`config.mk`:
```
export PLATFORM = sky130hd
export DESIGN_NAME = ubg_uart
export DESIGN_NICKNAME = d
export VERILOG_FILES = /design/src/ubg_pkg.sv /design/src/ubg_uart.sv /design/src/ubg_sync2.sv /design/src/ubg_divider.sv
export SDC_FILE = /design/constraint.sdc
export NUM_CORES = 1
export LEC_CHECK = 0
export BUFFER_PORTS_ARGS = -buffer_cell sky130_fd_sc_hd__buf_2
export CAP_MARGIN = 20
export CELL_PAD_IN_SITES_DETAIL_PLACEMENT = 1
export CELL_PAD_IN_SITES_GLOBAL_PLACEMENT = 1
export CORE_UTILIZATION = 35
export DETAILED_ROUTE_END_ITERATION = 6
export PLACE_DENSITY = 0.66
export SETUP_SLACK_MARGIN = 0.1
export SLEW_MARGIN = 30
export SYNTH_ARGS = -nofsm -noshare
export SYNTH_HDL_FRONTEND = slang
export SYNTH_SLANG_ARGS = --single-unit
```
`constraint.sdc`:
```
create_clock -name i_clk -period 5.8 [get_ports i_clk]
set_clock_uncertainty 0.05 [all_clocks]
set_input_delay 1.16 -clock i_clk [delete_from_list [all_inputs] [get_ports i_clk]]
set_output_delay 1.16 -clock i_clk [all_outputs]
set_load 0.05 [all_outputs]
```
`src/ubg_pkg.sv`:
```
// Notes on behaviour
// - Bit rate comes from system clock divided by a 16-bit two-byte divisor.
// - Bit rate is clock over sixteen times divisor; a bit spans sixteen ticks.
// - With the port disabled the divider works as a 16-bit interrupting timer.
// - Timer interrupt interval equals clock period times the divisor value.
// - A byte written at the data address is shifted out the serial pin.
// - Each received byte lands in the read-only receive holding register unless a byte there is still unread.
// - Receive-available flag is set while a byte waits; data read clears it.
// - Parity fault flag is set on parity mismatch; data read clears it.
// - Overrun set when the held byte is read after an unread arrival; data read clears it only if available is 0.
// - Framing fault flag is set on missing stop bit; data read clears it.
// - Line break flag is set on an all-zero character; data read clears it.
// - Holding-empty flag shows room for a byte; a data write clears it.
// - Shifter-idle flag is 1 only when nothing waits and nothing is shifting.
// - Status bit 0 returns the live clear-to-send level.
// - Frame-start flag marks the first data byte of a frame; data read clears.
// - Last ninth bit returns the last character's ninth bit in multiprocessor mode; data read clears.
// - With timer control set and receive disabled, every divider tick raises the receive interrupt.
// - On overrun keep the held byte; show overrun and break after it is read.
// - With timer control set, divisor reads return the live count, unlatched.
package ubg_pkg;
   // ----------------------------------------------------------------
   // Register addresses
   // ----------------------------------------------------------------
   localparam logic [11:0] ADDR_DATA = 12'hF40;
   localparam logic [11:0] ADDR_LSTAT = 12'hF41;
   localparam logic [11:0] ADDR_CTL0 = 12'hF42;
   localparam logic [11:0] ADDR_CTL1 = 12'hF43;
   localparam logic [11:0] ADDR_FSTAT = 12'hF44;
   localparam logic [11:0] ADDR_DIV_HI = 12'hF46;
   localparam logic [11:0] ADDR_DIV_LO = 12'hF47;
   // ----------------------------------------------------------------
   // Field positions
   // ----------------------------------------------------------------
   localparam int LS_RDA = 7;
   localparam int LS_PE = 6;
   localparam int LS_OE = 5;
   localparam int LS_FE = 4;
   localparam int LS_BRK = 3;
   localparam int LS_TX_HOLDING_EMPTY_FLAG = 2;
   localparam int LS_TXE = 1;
   localparam int LS_CTS = 0;
   localparam int C0_TEN = 7;
   localparam int C0_REN = 6;
   localparam int C0_PEN = 4;
   localparam int C0_PSEL = 3;
   localparam int C1_MPEN = 6;
   localparam int C1_MPBT = 4;
   localparam int C1_DIVIDER_TIMER_CONTROL = 2;
   // ----------------------------------------------------------------
   // Reset values and timing counts
   // ----------------------------------------------------------------
   localparam logic [7:0] CTL_RESET = 8'h00;
   localparam logic [15:0] DIV_RESET = 16'h0001;
   localparam logic [3:0] TICK_LAST = 4'hF;
   localparam logic [3:0] TICK_MID = 4'h7;
   localparam logic [2:0] BIT_LAST = 3'h7;
   // ----------------------------------------------------------------
   // Bit phases of a character, shared by transmitter and receiver
   // ----------------------------------------------------------------
   typedef enum logic [4:0] {
      PH_IDLE = 5'h01,
      PH_START = 5'h02,
      PH_DATA = 5'h04,
      PH_NINTH = 5'h08,
      PH_STOP = 5'h10
   } ubg_phase_e;
endpackage : ubg_pkg

```
`src/ubg_uart.sv`:
```
`timescale 1ns/1ns
module ubg_uart #(
   parameter logic [15:0] DIV_INIT = ubg_pkg::DIV_RESET
) (
   input logic i_clk,          // System clock, 50 MHz
   input logic i_rst_n,        // Async reset, active low
   input logic [11:0] i_addr,  // Register address
   input logic [7:0] i_wdata,  // Write data
   input logic i_wr,           // Write strobe
   input logic i_rd,           // Read strobe
   output logic [7:0] o_rdata, // Read data, cycle after read
   input logic i_serial_in,    // Serial input pin
   input logic i_cts_n,        // Clear to send, active low
   output logic o_serial_out,  // Serial output pin
   output logic o_rx_irq       // Receive or timer interrupt
);
   // ----------------------------------------------------------------
   // State
   // ----------------------------------------------------------------
   typedef struct packed {
      logic [7:0] ctl0;
      logic [7:0] ctl1;
      logic [15:0] div;
      logic [7:0] tx_hold;
      logic tx_full;
      ubg_pkg::ubg_phase_e tx_st;
      logic [8:0] tx_sh;
      logic [3:0] tx_sub;
      logic [2:0] tx_bit;
      logic tx_out;
      ubg_pkg::ubg_phase_e rx_st;
      logic [3:0] rx_sub;
      logic [2:0] rx_bit;
      logic [7:0] rx_sh;
      logic rx_ninth;
      logic [7:0] rx_data;
      logic rx_available_flag;
      logic pe;
      logic oe;
      logic fe;
      logic brk;
      logic frame_start_flag;
      logic last_ninth_bit;
      logic ov_pend;
      logic brk_pend;
      logic frm_pend;
      logic [7:0] rdata;
      logic irq;
   } ubg_state_s;
   ubg_state_s r;
   ubg_state_s n;
   logic [1:0] sync_q;
   logic rx_in;
   logic cts_lvl;
   logic tick;
   logic [15:0] div_count;
   logic div_reload;
   logic rd_data;
   logic wr_data;
   logic rx_done;
   logic tx_idle;
   logic timer_mode;
   function automatic logic hit(input logic [11:0] a,
                                input logic [11:0] reg_addr);
      hit = (a == reg_addr);
   endfunction : hit
   // Even parity of a byte, inverted for odd parity
   function automatic logic par(input logic [7:0] d, input logic odd);
      par = (^d) ^ odd;
   endfunction : par

   // ----------------------------------------------------------------
   // Pin synchronisers and bit-rate divider
   // ----------------------------------------------------------------
   ubg_sync2 #(
      .W(2)
   ) u_sync (
      .i_clk(i_clk),
      .i_rst_n(i_rst_n),
      .i_d({i_cts_n, i_serial_in}),
      .o_q(sync_q)
   );

   assign rx_in = sync_q[0];
   assign cts_lvl = sync_q[1];
   assign div_reload = i_wr && (hit(i_addr, ubg_pkg::ADDR_DIV_HI) ||
                                hit(i_addr, ubg_pkg::ADDR_DIV_LO));

   ubg_divider #(
      .WIDTH(16)
   ) u_div (
      .i_clk(i_clk),
      .i_rst_n(i_rst_n),
      .i_divisor(n.div),
      .i_reload(div_reload),
      .o_count(div_count),
      .o_tick(tick)
   );
   assign rd_data = i_rd && hit(i_addr, ubg_pkg::ADDR_DATA);
   assign wr_data = i_wr && hit(i_addr, ubg_pkg::ADDR_DATA);
   assign tx_idle = (r.tx_st == ubg_pkg::PH_IDLE) && !r.tx_full;
   // Software must clear the receive enable before arming the timer
   assign timer_mode = r.ctl1[ubg_pkg::C1_DIVIDER_TIMER_CONTROL] &&
                       !r.ctl0[ubg_pkg::C0_REN];
   assign rx_done = tick && r.ctl0[ubg_pkg::C0_REN] &&
                    (r.rx_st == ubg_pkg::PH_STOP) &&
                    (r.rx_sub == ubg_pkg::TICK_LAST);

   // ----------------------------------------------------------------
   // Next state
   // ----------------------------------------------------------------
   always_comb begin
      logic has9;
      logic brk_c;
      logic pe_c;
      logic tx9;
      has9 = 1'b0;
      brk_c = 1'b0;
      pe_c = 1'b0;
      tx9 = 1'b0;
      n = r;
      has9 = r.ctl0[ubg_pkg::C0_PEN] || r.ctl1[ubg_pkg::C1_MPEN];
      // Control writes
      if (i_wr) begin
         if (hit(i_addr, ubg_pkg::ADDR_CTL0)) begin
            n.ctl0 = i_wdata;
         end else if (hit(i_addr, ubg_pkg::ADDR_CTL1)) begin
            n.ctl1 = i_wdata;
         end else if (hit(i_addr, ubg_pkg::ADDR_DIV_HI)) begin
            n.div[15:8] = i_wdata;
         end else if (hit(i_addr, ubg_pkg::ADDR_DIV_LO)) begin
            n.div[7:0] = i_wdata;
         end
      end
      // Transmitter
      tx9 = r.ctl1[ubg_pkg::C1_MPEN] ? r.ctl1[ubg_pkg::C1_MPBT] :
            par(r.tx_hold, r.ctl0[ubg_pkg::C0_PSEL]);
      if (r.tx_st == ubg_pkg::PH_IDLE) begin
         if (r.tx_full && r.ctl0[ubg_pkg::C0_TEN]) begin
            n.tx_sh = {tx9, r.tx_hold};
            n.tx_full = 1'b0;
            n.tx_st = ubg_pkg::PH_START;
            n.tx_sub = 4'h0;
         end
      end else if (tick) begin
         n.tx_sub = r.tx_sub + 4'h1;
         if (r.tx_sub == ubg_pkg::TICK_LAST) begin
            case (r.tx_st)
               ubg_pkg::PH_START: begin
                  n.tx_st = ubg_pkg::PH_DATA;
                  n.tx_bit = 3'h0;
               end
               ubg_pkg::PH_DATA: begin
                  n.tx_sh = {1'b1, r.tx_sh[8:1]};
                  n.tx_bit = r.tx_bit + 3'h1;
                  if (r.tx_bit == ubg_pkg::BIT_LAST) begin
                     n.tx_st = has9 ? ubg_pkg::PH_NINTH :
                               ubg_pkg::PH_STOP;
                  end
               end
               ubg_pkg::PH_NINTH: begin
                  n.tx_st = ubg_pkg::PH_STOP;
               end
               default: begin
                  n.tx_st = ubg_pkg::PH_IDLE;
               end
            endcase
         end
      end
      // A write always wins; it fills the holding stage
      if (wr_data) begin
         n.tx_hold = i_wdata;
         n.tx_full = 1'b1;
      end
      case (n.tx_st)
         ubg_pkg::PH_START: n.tx_out = 1'b0;
         ubg_pkg::PH_DATA: n.tx_out = n.tx_sh[0];
         ubg_pkg::PH_NINTH: n.tx_out = n.tx_sh[0];
         default: n.tx_out = 1'b1;
      endcase
      // Receiver
      if (!r.ctl0[ubg_pkg::C0_REN]) begin
         n.rx_st = ubg_pkg::PH_IDLE;
      end else if (tick) begin
         n.rx_sub = r.rx_sub + 4'h1;
         case (r.rx_st)
            ubg_pkg::PH_IDLE: begin
               if (!rx_in) begin
                  n.rx_st = ubg_pkg::PH_START;
                  n.rx_sub = 4'h0;
                  n.rx_ninth = 1'b0;
               end
            end
            ubg_pkg::PH_START: begin
               // Re-check at mid start bit to reject glitches
               if (r.rx_sub == ubg_pkg::TICK_MID) begin
                  n.rx_st = rx_in ? ubg_pkg::PH_IDLE :
                            ubg_pkg::PH_DATA;
                  n.rx_sub = 4'h0;
                  n.rx_bit = 3'h0;
               end
            end
            ubg_pkg::PH_DATA: begin
               if (r.rx_sub == ubg_pkg::TICK_LAST) begin
                  n.rx_sh = {rx_in, r.rx_sh[7:1]};
                  n.rx_bit = r.rx_bit + 3'h1;
                  if (r.rx_bit == ubg_pkg::BIT_LAST) begin
                     n.rx_st = has9 ? ubg_pkg::PH_NINTH :
                               ubg_pkg::PH_STOP;
                  end
               end
            end
            ubg_pkg::PH_NINTH: begin
               if (r.rx_sub == ubg_pkg::TICK_LAST) begin
                  n.rx_ninth = rx_in;
                  n.rx_st = ubg_pkg::PH_STOP;
               end
            end
            default: begin
               if (r.rx_sub == ubg_pkg::TICK_LAST) begin
                  n.rx_st = ubg_pkg::PH_IDLE;
               end
            end
         endcase
      end
      // Data read clears the receive flags first
      if (rd_data) begin
         if (!r.rx_available_flag) begin
            n.oe = 1'b0;
         end
         n.rx_available_flag = 1'b0;
         n.pe = 1'b0;
         n.fe = 1'b0;
         n.brk = 1'b0;
         n.frame_start_flag = 1'b0;
         n.last_ninth_bit = 1'b0;
         if (r.ov_pend) begin
            n.oe = 1'b1;
            n.brk = r.brk_pend;
            n.rx_available_flag = 1'b1;
            n.ov_pend = 1'b0;
         end
      end

      // Completion comes after the clear, so a new event is never lost
      brk_c = (r.rx_sh == 8'h00) && !r.rx_ninth && !rx_in;
      pe_c = r.ctl0[ubg_pkg::C0_PEN] && !r.ctl1[ubg_pkg::C1_MPEN] &&
             (par(r.rx_sh, r.rx_ninth) != r.ctl0[ubg_pkg::C0_PSEL]);
      if (rx_done) begin
         if (n.rx_available_flag) begin
            // Held byte is kept; overrun and break wait for its read
            n.ov_pend = 1'b1;
            n.brk_pend = brk_c;
         end else begin
            n.rx_data = r.rx_sh;
            n.rx_available_flag = 1'b1;
            n.pe = pe_c;
            n.fe = !rx_in;
            n.brk = brk_c;
            n.last_ninth_bit = r.ctl1[ubg_pkg::C1_MPEN] && r.rx_ninth;
            if (r.ctl1[ubg_pkg::C1_MPEN] && r.rx_ninth) begin
               n.frm_pend = 1'b1;
               n.frame_start_flag = 1'b0;
            end else begin
               n.frame_start_flag = r.frm_pend;
               n.frm_pend = 1'b0;
            end
         end
      end

      // Timer reloads share the receive interrupt line
      n.irq = (tick && timer_mode) || rx_done;

      // Read data, valid only in the cycle after the strobe
      n.rdata = 8'h00;
      if (i_rd) begin
         if (hit(i_addr, ubg_pkg::ADDR_DATA)) begin
            n.rdata = r.rx_data;
         end else if (hit(i_addr, ubg_pkg::ADDR_LSTAT)) begin
            n.rdata = {r.rx_available_flag, r.pe, r.oe, r.fe, r.brk,
                       !r.tx_full, tx_idle, cts_lvl};
         end else if (hit(i_addr, ubg_pkg::ADDR_CTL0)) begin
            n.rdata = r.ctl0;
         end else if (hit(i_addr, ubg_pkg::ADDR_CTL1)) begin
            n.rdata = r.ctl1;
         end else if (hit(i_addr, ubg_pkg::ADDR_FSTAT)) begin
            n.rdata = {6'h00, r.frame_start_flag, r.last_ninth_bit};
         end else if (hit(i_addr, ubg_pkg::ADDR_DIV_HI)) begin
            // No high-byte latch: the two reads may straddle a borrow
            n.rdata = r.ctl1[ubg_pkg::C1_DIVIDER_TIMER_CONTROL] ? div_count[15:8] :
                      r.div[15:8];
         end else if (hit(i_addr, ubg_pkg::ADDR_DIV_LO)) begin
            n.rdata = r.ctl1[ubg_pkg::C1_DIVIDER_TIMER_CONTROL] ? div_count[7:0] :
                      r.div[7:0];
         end
      end
   end

   // ----------------------------------------------------------------
   // Registers
   // ----------------------------------------------------------------
   always_ff @(posedge i_clk or negedge i_rst_n) begin
      if (!i_rst_n) begin
         r <= '0;
         r.ctl0 <= ubg_pkg::CTL_RESET;
         r.ctl1 <= ubg_pkg::CTL_RESET;
         r.div <= DIV_INIT;
         r.tx_st <= ubg_pkg::PH_IDLE;
         r.rx_st <= ubg_pkg::PH_IDLE;
         r.tx_sh <= 9'h1FF;
         r.tx_out <= 1'b1;
      end else begin
         r <= n;
      end
   end

   assign o_rdata = r.rdata;
   assign o_serial_out = r.tx_out;
   assign o_rx_irq = r.irq;
endmodule : ubg_uart

```
`src/ubg_sync2.sv`:
```
`timescale 1ns/1ns
module ubg_sync2 #(
   parameter int W = 2
) (
   input logic i_clk,          // System clock
   input logic i_rst_n,        // Async reset, active low
   input logic [W-1:0] i_d,    // Asynchronous levels
   output logic [W-1:0] o_q    // Synchronised levels
);
   typedef struct packed {
      logic [W-1:0] meta;
      logic [W-1:0] q;
   } ubg_sync_s;

   ubg_sync_s r;
   ubg_sync_s n;

   always_comb begin
      n.meta = i_d;
      n.q = r.meta;
   end

   // Idle line and negated handshake both rest high
   always_ff @(posedge i_clk or negedge i_rst_n) begin
      if (!i_rst_n) begin
         r <= '1;
      end else begin
         r <= n;
      end
   end

   assign o_q = r.q;
endmodule : ubg_sync2

```
`src/ubg_divider.sv`:
```
`timescale 1ns/1ns
module ubg_divider #(
   parameter int WIDTH = 16
) (
   input logic i_clk,                // System clock
   input logic i_rst_n,              // Async reset, active low
   input logic [WIDTH-1:0] i_divisor,// Reload value
   input logic i_reload,             // Restart from divisor
   output logic [WIDTH-1:0] o_count, // Live count
   output logic o_tick               // End of period
);
   typedef struct packed {
      logic [WIDTH-1:0] count;
   } ubg_div_s;

   ubg_div_s r;
   ubg_div_s n;

   // A zero divisor behaves as one: a tick every clock
   assign o_tick = (r.count <= WIDTH'(1));

   always_comb begin
      n = r;
      if (i_reload || o_tick) begin
         n.count = i_divisor;
      end else begin
         n.count = r.count - WIDTH'(1);
      end
   end

   always_ff @(posedge i_clk or negedge i_rst_n) begin
      if (!i_rst_n) begin
         r.count <= WIDTH'(1);
      end else begin
         r <= n;
      end
   end

   assign o_count = r.count;
endmodule : ubg_divider

```
; Word level (Yosys, flattened, before mapping)
; Cells that the tools add are included.
[totals]
reg_bits = 131
in_bits = 26
output_inout_bits = 10
wordCells = 192
[op_classes]
n_addsub = 5
magnitude_cmp = 1
n_eq_ne = 38
n_mux = 61
n_bitwise = 5
n_reduce_logical = 50
[ops]
columns = cell, count
row1 = $mux W8, 15
row2 = $eq A12 B12 Y1 const B, 7
row3 = $mux W16, 4
row4 = $mux W21, 2
row5 = $mux W5, 7
row6 = $pmux W5 S4, 1
row7 = $mux W19, 1
row8 = $mux W18, 1
row9 = $mux W9, 2
row10 = $le A16 B1 Y1 const B, 1
row11 = $reduce_bool A2 Y1, 8
row12 = $reduce_xor A8 Y1, 2
row13 = $sub A16 B1 Y16 const B, 1
row14 = $eq A5 B2 Y1 const B, 3
row15 = $eq A5 B3 Y1 const B, 3
row16 = $eq A5 B4 Y1 const B, 3
row17 = $logic_and A1 B1 Y1, 15
row18 = $ne A3 B3 Y1 const B, 5
row19 = $pmux W5 S3, 1
row20 = $mux W14, 1
row21 = $reduce_and A2 Y1, 7
row22 = $mux W1, 13
row23 = $mux W12, 1
row24 = $pmux W3 S2, 2
row25 = 28 further kinds, 54

; Logic depth before layout (Yosys ltp)
; Gate-level depths: netlist of run 1.
[depth]
depth_word = 10
depth_mapped = 9
depth_no_buf = 9

; Cells and area by module
; A second synthesis of run 1 with hierarchy kept.
[hier_totals]
hier_cells = 650
hier_area_um2 = 6966.7
[by_module_without_submodules]
columns = module, instances, cells_each, area_each_um2, seq_area_each_um2
row1 = ubg_uart, 1, 544, 5864.4, 2793.9
row2 = ubg_divider, 1, 102, 997.2, 401.6
row3 = ubg_sync2, 1, 4, 105.1, 105.1

; Worst setup path after synthesis of run 1
; Ideal clock, no wire load.
[synth_timing]
path_kind = input port to flip-flop
startpoint = in i_addr[3]
endpoint = reg u_div.r (netlist bit u_div.o_count[14])
setup_time_ps = 125
arrival_ps = 2851
t_required_ps = 5625
path_slack_ps = 2774
stages = 6
n_path_buf = 0
path_cell_list = nor4_2 > and2_1 > nand3_1 > nor3b_2 > mux2_2 > mux2_2
[synth_lines]
columns = element, line
row1 = from (decl), ubg_uart.sv:7  ; input logic [11:0] i_addr,
row2 = to (signal assigned), ubg_divider.sv:35  ; r <= n;
row3 = to (decl), ubg_divider.sv:16  ; ubg_div_s r;

==> flow_summary.yaml, run 1 <==
run_status:
  status: "finished clean"
floorplanning:
  io_pins: 36
  row_count: 50
  fp.coreArea_sq_um: 18600
  die_h_microns: 140
  chipWidth_microns: 140
  start_util_pct: 35.7
  die-area_sq_um: 19600
final_layout:
  drive_gt1_share_pct: 25.9
  area.growth.synth_to_final_pct: 15.4
  fin_area_sq_um: 7680
  layout_commonest_cell: "dfrtp_1"
  fillers: 2080
  fin_nets: 689
  most-common-layout-cells: "dfrtp_1, nand2_1, mux2_2"
  regArea_sq_um: 3300
  multiInputGateArea_sq_um: 3120
  num_antenna_cells: 0
  final_util_pct: 41.2
clock_network:
  htree_levels: 4
  clk_pin_slew_ns: 0.06
  ctsHoldBuffers: 0
  clock-sinks: 131
  clockBufferDepth: 2
  cts_buffers: 17
  worstSkewPairLatency_ns: 0.42
  cts_tree: "yes"
  post_cts_buffers: 0
  root_buffer: "clkbuf_16"
  ctsResizeCount: 0
critical_path:
  critPathCaptureType: "flip-flop"
  arrival_ns: 3.36
  crit_fanout: 8
  cp_slowest_cell: "nor3b_2"
  critical_path.startpoint_type: "input port"
  max_stage_delay_ns: 0.66
  path_buf_inv: 1
  crit_type: "in2reg"
  cpMostUsedCell: "mux2_2"
  cp_top_family: "simple AND/OR/NAND/NOR gates"
  critical_path.cell_chain: "buf_2 > nor4_2 > and2_1 > nand3_1 > nor3b_2 > mux2_2 > mux2_2"
  critPathRequiredTime_ns: 6.06
route:
  drt_pre_antenna_iters: 4
  wl_per_cell_microns: 19.2
  drcViolationCount: 0
  viasPerCell: 5.40
  drt_wl_total_microns: 17200
  num_vias: 4849
  drtAntennaViolNets: 0
  drtIter0Drc: 220
global_route:
  grt_util_all_layers_pct: 19.4
  grt_pass1_wl_microns: 28900
  first_global_vias: 5333
  grt_max_degree: 64
  antenna_found_initial: 1
  grt_overflow_total: 0
sta:
  hold_viol: 0
  period_needed_ns: 3.11
  fmax_mhz: 322
  fin_hold_ws_ns: 0.304
  rsz0062_at_grt: "no"
  finalCritPeriodShare_pct: 53.5
  max_slew.worst_pin.slew_ns: 0.815
  relSlewSlack_pct: 45.7
  setup_viol: 0
  fin_tns_setup_ns: 0
  slew_viol_final: 0
power:
  leakagePower_uw: 0.00344
  max-vdd-ir-drop_v: 0.000203
  p_per_area_nw_per_um2: 350
  power_uw: 2690
logic_synthesis:
  yosys_warnings: 0
  yosys_register_bits: 131
  synth_nets: 662
  synth_area_per_cell_sq_um: 10.7
  yosys.area.top_type_share_pct: 42.5
  yosysUniqueCellTypes: 69
  netlist_area_sq_um: 6650
  ys.flop_type: "dfrtp_1"
  netlist_instances: 624
  synth_area_leaders: "dfrtp_1, mux2_2, dfstp_2, nand2_1, o21ai_0"
  async_flop_share_pct: 100
  ys_seq_area_share_pct: 49.6
  synth_edf_count: 0
  yosysTopAreaCell: "dfrtp_1"
job:
  cap_violations: 0
place:
  gp_congestion: 0.790
  place_area_sq_um: 6970
  io_buffers: 35
  dp_hpwl_microns: 12300
worst_hold_path:
  hold_class: "reg2reg"
cell usage after synthesis, types with 3 or more instances:
cell type / instances
xor2_1: 11
a22oi_1: 10
dfrtp_1: 113
mux2_2: 62
clkbuf_1: 8
a21oi_1: 11
a21boi_0: 4
a222oi_1: 3
mux2i_1: 17
o22ai_1: 4
nand3_1: 23
nand2_1: 83
buf_4: 11
nor3_1: 12
nand3b_1: 5
and2_1: 3
ha_1: 12
or2_2: 3
o211ai_1: 6
buf_1: 3
and3_1: 8
o22a_1: 4
nor2b_1: 7
o21ai_1: 4
nand4_1: 4
nor4_1: 4
dfstp_2: 18
o21ai_0: 47
xnor2_1: 16
buf_2: 6
nor2_1: 29
a22o_1: 4
inv_1: 19
state kept, by name, summed over array words and instances, names as in the netlist:
register / count
o_rdata: 8
o_rx_irq: 1
o_serial_out: 1
r: 101
u_div.o_count: 16
u_sync.n: 2
u_sync.o_q: 2
metal layers:
| layer | global-route usage (%) | share of wire (%) | vias to the layer above | routed length (microns) |
|---|---|---|---|---|
| met5 | 0 | 0 | - | 0 |
| met4 | 7.29 | 1.9 | 0 | 331 |
| met3 | 4.30 | 3.2 | 28 | 558 |
| met2 | 32.8 | 50 | 72 | 8570 |
| met1 | 24.1 | 45 | 2463 | 7750 |
| li1 | - | - | 2286 | - |
cell families after synthesis:
logic type	Yosys count	share of synthesized area, %
AOI/OAI and AO/OA	116	11.3
xor gates and xnor gates	27	3.55
adders and majority gates	12	2.26
buffers and inverters	48	3.55
DFF	131	49.6
muxes	79	13.0
and+or+nand+nor	211	16.7
metrics by stage:
step | setup slack (ns) | std cells
after floorplan | 2.77 | 624
after global placement | 2.34 | 866
after detailed placement | 2.30 | 866
after CTS | 2.71 | 898
after global routing | 2.56 | 898
final | 2.69 | 898
where the power goes:
part | switching [uW] | total, uW | internal, uW | leakage (uW)
combinational | 176 | 319 | 143 | 0.00138
sequential | 95.6 | 1080 | 984 | 0.00172
clock | 415 | 1290 | 872 | 0.000340
layout make-up:
cell class / count / share of cell area, %
Timing Repair Buffer: 37 / 2.51
Inverter: 19 / 0.928
Tap cell: 234 / 3.81
Multi-Input combinational cell: 445 / 40.6
Clock inverter: 13 / 3.29
Sequential cell: 131 / 43.0
Clock buffer: 19 / 5.90
final timing paths:
| check | from | end | slack (ns) | depth (start not counted) |
|---|---|---|---|---|
| hold reg to reg | u_sync.n[0] | u_sync.o_q[0] | 0.30 | 0 |
| max in group asynchronous | i_rst_n | u_div.o_count[10] | 3.84 | 2 |
| hold / removal | u_sync.n[0] | u_sync.o_q[0] | 0.30 | 0 |
| setup / recovery | i_addr[3] | u_div.o_count[8] | 2.69 | 7 |
| min in group asynchronous | i_rst_n | r[80] | 0.65 | 1 |
| setup reg to reg | u_div.o_count[10] | o_serial_out | 3.05 | 7 |
Power figures use the tool's default switching activity.
==> run 2: changes to the inputs <==
--- a/config.mk
+++ b/config.mk
@@ -5,13 +5,14 @@
 export SDC_FILE = /design/constraint.sdc
 export NUM_CORES = 1
 export LEC_CHECK = 0
+export ABC_AREA = 1
 export BUFFER_PORTS_ARGS = -buffer_cell sky130_fd_sc_hd__buf_2
 export CAP_MARGIN = 20
 export CELL_PAD_IN_SITES_DETAIL_PLACEMENT = 1
 export CELL_PAD_IN_SITES_GLOBAL_PLACEMENT = 1
 export CORE_UTILIZATION = 35
 export DETAILED_ROUTE_END_ITERATION = 6
-export PLACE_DENSITY = 0.66
+export PLACE_DENSITY = 0.71
 export SETUP_SLACK_MARGIN = 0.1
 export SLEW_MARGIN = 30
 export SYNTH_ARGS = -nofsm -noshare
==> constraint.sdc (replaced) <==
create_clock -name i_clk -period 2.69 [get_ports i_clk]
set_clock_uncertainty 0.05 [all_clocks]
set_input_delay 0.538 -clock i_clk [delete_from_list [all_inputs] [get_ports i_clk]]
set_output_delay 0.538 -clock i_clk [all_outputs]
set_load 0.05 [all_outputs]
==> run 2 against run 1 <==
Compared with the run above: synthesized cell count up 36%; hold slack worse by 0.26 ns; clock-buffer cell count down 1; first-iteration DRC count up 34%; die area up 4.3%; sequential power up 100%; non-clock buffer count up 8; utilization down 0.13 points; flip-flop and latch count unchanged; global-route usage up 1.5 points; largest power group unchanged.
==> flow_summary.yaml, run 2 <==
sta:
  finalCritPeriodShare_pct: 82.7
  hold_viol: 0
  fin_tns_setup_ns: 0
  slew_viol_final: 0
  setup_viol: 0
  rsz0062_at_grt: "no"
  fmax_mhz: 449
  max_slew.worst_pin.slew_ns: 0.689
  period_needed_ns: 2.23
  fin_hold_ws_ns: 0.0417
  relSlewSlack_pct: 54.0
critical_path:
  regToRegStartpoint: "u_div.o_count[0]"
  cp-startpoint: "u_div.o_count[0]"
  critPathRequiredTime_ns: 3.01
  arrival_ns: 2.54
  endpoint: "r[17]"
  reg2reg_slack_ns: 0.46
  crit_fanout: 22
  critPathCaptureType: "flip-flop"
  crit_type: "reg2reg"
  max_stage_delay_ns: 0.37
  critical_path.cell_chain: "inv_1 > ha_1 > inv_1 > nand2_1 > nand2_2 > nor2_4 > nand2_4 > nor2_8 > nand4_4 > clkinv_4 > nand2_4 > nand2_1 > nand2_1 > inv_1"
  cp_slowest_cell: "dfstp_2"
  reg2reg_to: "r[17]"
  r2r_cells: 14
  critical_path.startpoint_type: "flip-flop"
logic_synthesis:
  synth_area_per_cell_sq_um: 8.16
  yosysTopAreaCell: "dfrtp_1"
  netlist_instances: 851
  synth_area_leaders: "dfrtp_1, nand2_1, dfstp_2, o21ai_0, inv_1"
  ys_seq_area_share_pct: 47.5
  synth_edf_count: 0
  ys.flop_type: "dfrtp_1"
  async_flop_share_pct: 100
  yosysMostFrequentCell: "nand2_1"
  yosys_warnings: 0
  yosys_register_bits: 131
  yosysUniqueCellTypes: 43
  yosys.area.top_type_share_pct: 40.7
  synth_nets: 889
  netlist_area_sq_um: 6940
  ys_top_cells_by_count: "nand2_1, dfrtp_1, inv_1, o21ai_0, nor2_1"
floorplanning:
  die-area_sq_um: 20400
  start_util_pct: 35.7
  io_pins: 36
  chipWidth_microns: 143
  die_h_microns: 143
  row_count: 51
  fp.coreArea_sq_um: 19500
clock_network:
  ctsResizeCount: 0
  cts_buffers: 17
  clock-sinks: 131
  root_buffer: "clkbuf_16"
  ctsHoldBuffers: 0
  worstSkewPairLatency_ns: 0.42
  clk_pin_slew_ns: 0.06
  clockBufferDepth: 2
  post_cts_buffers: 0
  htree_levels: 4
  cts_tree: "yes"
global_route:
  grt_util_all_layers_pct: 20.9
  first_global_vias: 6039
  grt_max_degree: 62
  grt_pass1_wl_microns: 32100
  antenna_found_initial: 0
  grt_overflow_total: 0
route:
  drt_pre_antenna_iters: 4
  num_vias: 5802
  viasPerCell: 4.97
  drtAntennaViolNets: 0
  wl_per_cell_microns: 16.9
  drtIter0Drc: 294
  drcViolationCount: 0
  drt_wl_total_microns: 19700
final_layout:
  largest_reg_flops: 101
  multiInputGateArea_sq_um: 3130
  top_register: "r"
  layout_commonest_cell: "nand2_1"
  fillers: 2378
  area.growth.synth_to_final_pct: 15.1
  drive_gt1_share_pct: 16.9
  final_cell_count_no_fill: 1168
  fin_nets: 929
  most-common-layout-cells: "nand2_1, dfrtp_1, inv_1, o21ai_0, nor2_1"
  num_antenna_cells: 0
  regArea_sq_um: 3300
power:
  max-vdd-ir-drop_v: 0.000379
  leakagePower_uw: 0.00386
  p_per_area_nw_per_um2: 644
place:
  io_buffers: 35
  place_inst: 1137
  dp_hpwl_microns: 14500
  gp_congestion: 0.801
job:
  cap_violations: 0
run_status:
  status: "finished clean"
worst_hold_path:
  hold_class: "in2async"
-- run 2: changes by cell type in the layout (fill, tap and decap cells not counted), moves of 15 or more --
cell	previous run	this run
o21ai_0	47	88
nand2_1	83	248
nor2_1	29	64
mux2i_1	17	2
mux2_2	62	0
inv_1	19	88
-- run 2: worst min path at each step --
stage                            from            end  slack, ns  depth (start not counted)
after floorplan               i_rst_n     o_rdata[0]       0.19                          0
after global placement    u_sync.n[0]  u_sync.o_q[0]       0.30                          0
after detailed placement  u_sync.n[0]  u_sync.o_q[0]       0.30                          0
after CTS                     i_rst_n          r[21]       0.08                          1
after global routing          i_rst_n          r[23]       0.08                          1
final                         i_rst_n          r[23]       0.04                          1
-- run 2: layout make-up --
class                           count  share of cell area, %
Sequential cell                   131                   41.3
Clock inverter                     13                   2.00
Tap cell                          265                   4.15
Timing Repair Buffer               45                   3.37
Inverter                           94                   4.49
Clock buffer                       18                   5.49
Multi-Input combinational cell    602                   39.2
-- run 2: worst max-delay path, delay by kind of cell, from the launching register on --
kind	cells	cell delay, ns
flops	1	0.37
fa+ha+maj	1	0.23
buf+inv	4	0.31
simple gates	9	1.18
-- run 2: per-stage QoR --
step           worst slack, ns  area (sq um)  utilization, %  power [uW]
2_1_floorplan            0.786          6940               -        2580
3_3_place_gp             0.421          7390            38.0        2770
3_5_place_dp             0.352          7390            38.0        2780
4_1_cts                  0.453          7990            41.1        5200
5_1_grt                  0.258          7990            41.1        5340
6_report                 0.464          7990            41.1        5150
-- run 2: cell families (layout without fill, tap and decap cells) --
| kind of cell | Yosys count | in the layout | synth area share, % |
|---|---|---|---|
| xor gates and xnor gates | 23 | 23 | 2.90 |
| muxes | 2 | 2 | 0.288 |
| DFF | 131 | 131 | 47.5 |
| adders and majority gates | 12 | 12 | 2.16 |
| buffers and inverters | 118 | 170 | 7.33 |
| and+or+nand+nor | 411 | 411 | 26.9 |
| AOI/OAI and AO/OA | 154 | 154 | 12.9 |
-- run 2: metal layers --
layer | up-vias | share of wire [%] | routed length [microns] | GRT usage (%)
met4 | 0 | 1.8 | 350 | 7.13
li1 | 2817 | - | - | -
met1 | 2869 | 49 | 9650 | 27.7
met3 | 24 | 3.0 | 599 | 4.23
met2 | 92 | 46 | 9120 | 33.9
met5 | - | 0 | 0 | 0
-- run 2: report_power, final --
| group | switching (uW) | total, uW | internal, uW |
|---|---|---|---|
| sequential | 98.9 | 2180 | 2080 |
| clock | 930 | 2400 | 1470 |
| combinational | 391 | 570 | 178 |
==> run 3: changes to the inputs <==
--- a/config.mk
+++ b/config.mk
@@ -5,14 +5,14 @@
 export SDC_FILE = /design/constraint.sdc
 export NUM_CORES = 1
 export LEC_CHECK = 0
-export ABC_AREA = 1
+export ABC_AREA = 0
 export BUFFER_PORTS_ARGS = -buffer_cell sky130_fd_sc_hd__buf_2
 export CAP_MARGIN = 20
 export CELL_PAD_IN_SITES_DETAIL_PLACEMENT = 1
 export CELL_PAD_IN_SITES_GLOBAL_PLACEMENT = 1
 export CORE_UTILIZATION = 35
 export DETAILED_ROUTE_END_ITERATION = 6
-export PLACE_DENSITY = 0.71
+export PLACE_DENSITY = 0.69
 export SETUP_SLACK_MARGIN = 0.1
 export SLEW_MARGIN = 30
 export SYNTH_ARGS = -nofsm -noshare
==> constraint.sdc (replaced) <==
create_clock -name i_clk -period 1.8 [get_ports i_clk]
set_clock_uncertainty 0.05 [all_clocks]
set_input_delay 0.36 -clock i_clk [delete_from_list [all_inputs] [get_ports i_clk]]
set_output_delay 0.36 -clock i_clk [all_outputs]
set_load 0.05 [all_outputs]
==> run 3 against run 2 <==
Compared with the run above: combinational power increased to 4.5 times the previous value; flip-flop and latch count unchanged; final area up 22%; largest cell class is now multi-input combinational cells; the flow now finishes with violations (setup timing).
==> flow_summary.yaml, run 3 (synthesized netlist as in run 1, its figures left out) <==
critical_path:
  r2r_cells: 8
  arrival_ns: 2.68
  critPathCaptureType: "flip-flop"
  crit_fanout: 3
  crit_type: "reg2reg"
  critPathRequiredTime_ns: 2.12
  critical_path.startpoint_type: "flip-flop"
route:
  drcViolationCount: 0
  drt_wl_total_microns: 25300
  drt_pre_antenna_iters: 5
  drtIter0Drc: 364
  drtAntennaViolNets: 0
  wl_per_cell_microns: 24.1
  viasPerCell: 5.64
  num_vias: 5908
clock_network:
  clock-sinks: 131
  clockBufferDepth: 2
  cts_tree: "yes"
  root_buffer: "clkbuf_16"
  clk_pin_slew_ns: 0.06
  worstSkewPairLatency_ns: 0.44
  htree_levels: 4
  cts_buffers: 17
sta:
  setup_viol: 81
  rsz0062_at_grt: "yes"
  fmax_mhz: 423
  fin_tns_setup_ns: -27.00
  relSlewSlack_pct: 61.6
  slew_viol_final: 0
  hold_viol: 0
  max_slew.worst_pin.slew_ns: 0.574
  period_needed_ns: 2.36
  worst_slack_ns: -0.564
  finalCritPeriodShare_pct: 131
power:
  p_per_area_nw_per_um2: 971
  switching_share_pct: 30.9
  switchingPower_uw: 2920
  max-vdd-ir-drop_v: 0.000489
  internal-power_uw: 6540
  comb_power_share_pct: 26.8
  clkPwrFrac_pct: 37.4
  seqPwrFrac_pct: 35.8
  leakagePower_uw: 0.00438
place:
  dp_slack_ns: -0.555
  gp_congestion: 0.882
  io_buffers: 35
  dp_hpwl_microns: 14200
final_layout:
  area.growth.synth_to_final_pct: 46.4
  fillers: 1971
  top_register: "r"
  largest_reg_flops: 101
  num_antenna_cells: 0
  layout_commonest_cell: "dfrtp_1"
  drive_gt1_share_pct: 52.4
  most-common-layout-cells: "dfrtp_1, buf_4, nand2_1"
  multiInputGateArea_sq_um: 3950
  regArea_sq_um: 3300
  fin_nets: 838
global_route:
  first_global_vias: 6273
  grt_pass1_wl_microns: 35500
  grt_util_all_layers_pct: 23.9
  antenna_found_initial: 0
  grt_max_degree: 59
  grt_overflow_total: 0
run_status:
  status: "finished, violations left"
  violations: "setup timing"
worst_hold_path:
  whs_path_depth: 2
  hold_class: "in2reg"
job:
  cap_violations: 0
floorplanning:
  chipWidth_microns: 140
  die_h_microns: 140
  fp.coreArea_sq_um: 18600
  row_count: 50
  start_util_pct: 35.7
  die-area_sq_um: 19600
  io_pins: 36
run 3: cell types whose count changed in the layout (fill, tap and decap cells not counted), moves of 32 or more:
cell / change
mux2_4: +32
nor2_1: -43
o21ai_0: -73
buf_4: +97
inv_1: -71
nand2_1: -191
run 3: area by class of cell:
cell class	count	share of cell area, %
clock buffers	18	4.51
clock inverters	14	1.61
inverters	19	0.732
multi-input cells	449	40.6
flip-flops and latches	131	33.9
well taps	234	3.00
repair buffers	182	15.7
run 3: worst max-delay path, stage by stage (launching register included):
cell and delay (ns):
dfrtp_1 0.43, nor4_2 0.37, buf_4 0.21, nand2_4 0.08, nor3b_4 0.34, mux2i_2 0.36
nand2_1 0.13, a211oi_2 0.24, o21ai_2 0.08
run 3: worst paths after layout:
| path | to | startpoint | slack, ns |
|---|---|---|---|
| worst max-delay path | o_serial_out | u_div.o_count[11] | -0.56 |
| worst min-delay path | o_rdata[6] | i_rd | 0.20 |
| worst max register to register | o_serial_out | u_div.o_count[11] | -0.56 |
| worst min register to register | u_sync.o_q[0] | u_sync.n[0] | 0.31 |
| max in group asynchronous | u_sync.o_q[0] | i_rst_n | 0.68 |
| min in group asynchronous | r[82] | i_rst_n | 0.32 |
run 3: power groups by stage:
stage	logic (uW)	clock network, uW	registers [uW]
2_1_floorplan	810	0	3430
3_3_place_gp	1720	0	3380
3_5_place_dp	1810	0	3400
4_1_cts	2220	3530	3370
5_1_grt	2650	3680	3410
6_report	2540	3540	3390
run 3: what timing repair did:
action	in CTS	in global routing
resized for setup	128	57
setup buffers	14	13
setup endpoints to repair	85	86
gates cloned	4	1
hold endpoints to repair	18	0
pin swaps	57	35
hold buffers	3	0
run 3: stage by stage:
stage          std cells  total power, uW  hold WS (ns)  cell area [sq um]  util [%]
2_1_floorplan        624             4240        0.0144               6880         -
3_3_place_gp         983             5090         0.222               8130      43.6
3_5_place_dp         983             5220         0.230               8130      43.6
4_1_cts             1035             9120         0.193               9420      50.5
5_1_grt             1047             9730         0.211               9740      52.3
6_report            1047             9460         0.202               9740      52.3
run 3: per-layer routing:
layer / up-vias / part of all wire [%] / track usage, %
met2: 181 / 52 / 41.8
met1: 3055 / 40 / 29.0
li1: 2593 / - / -
met4: 0 / 4.2 / 9.72
met5: - / 0 / 0
met3: 79 / 4.1 / 4.47
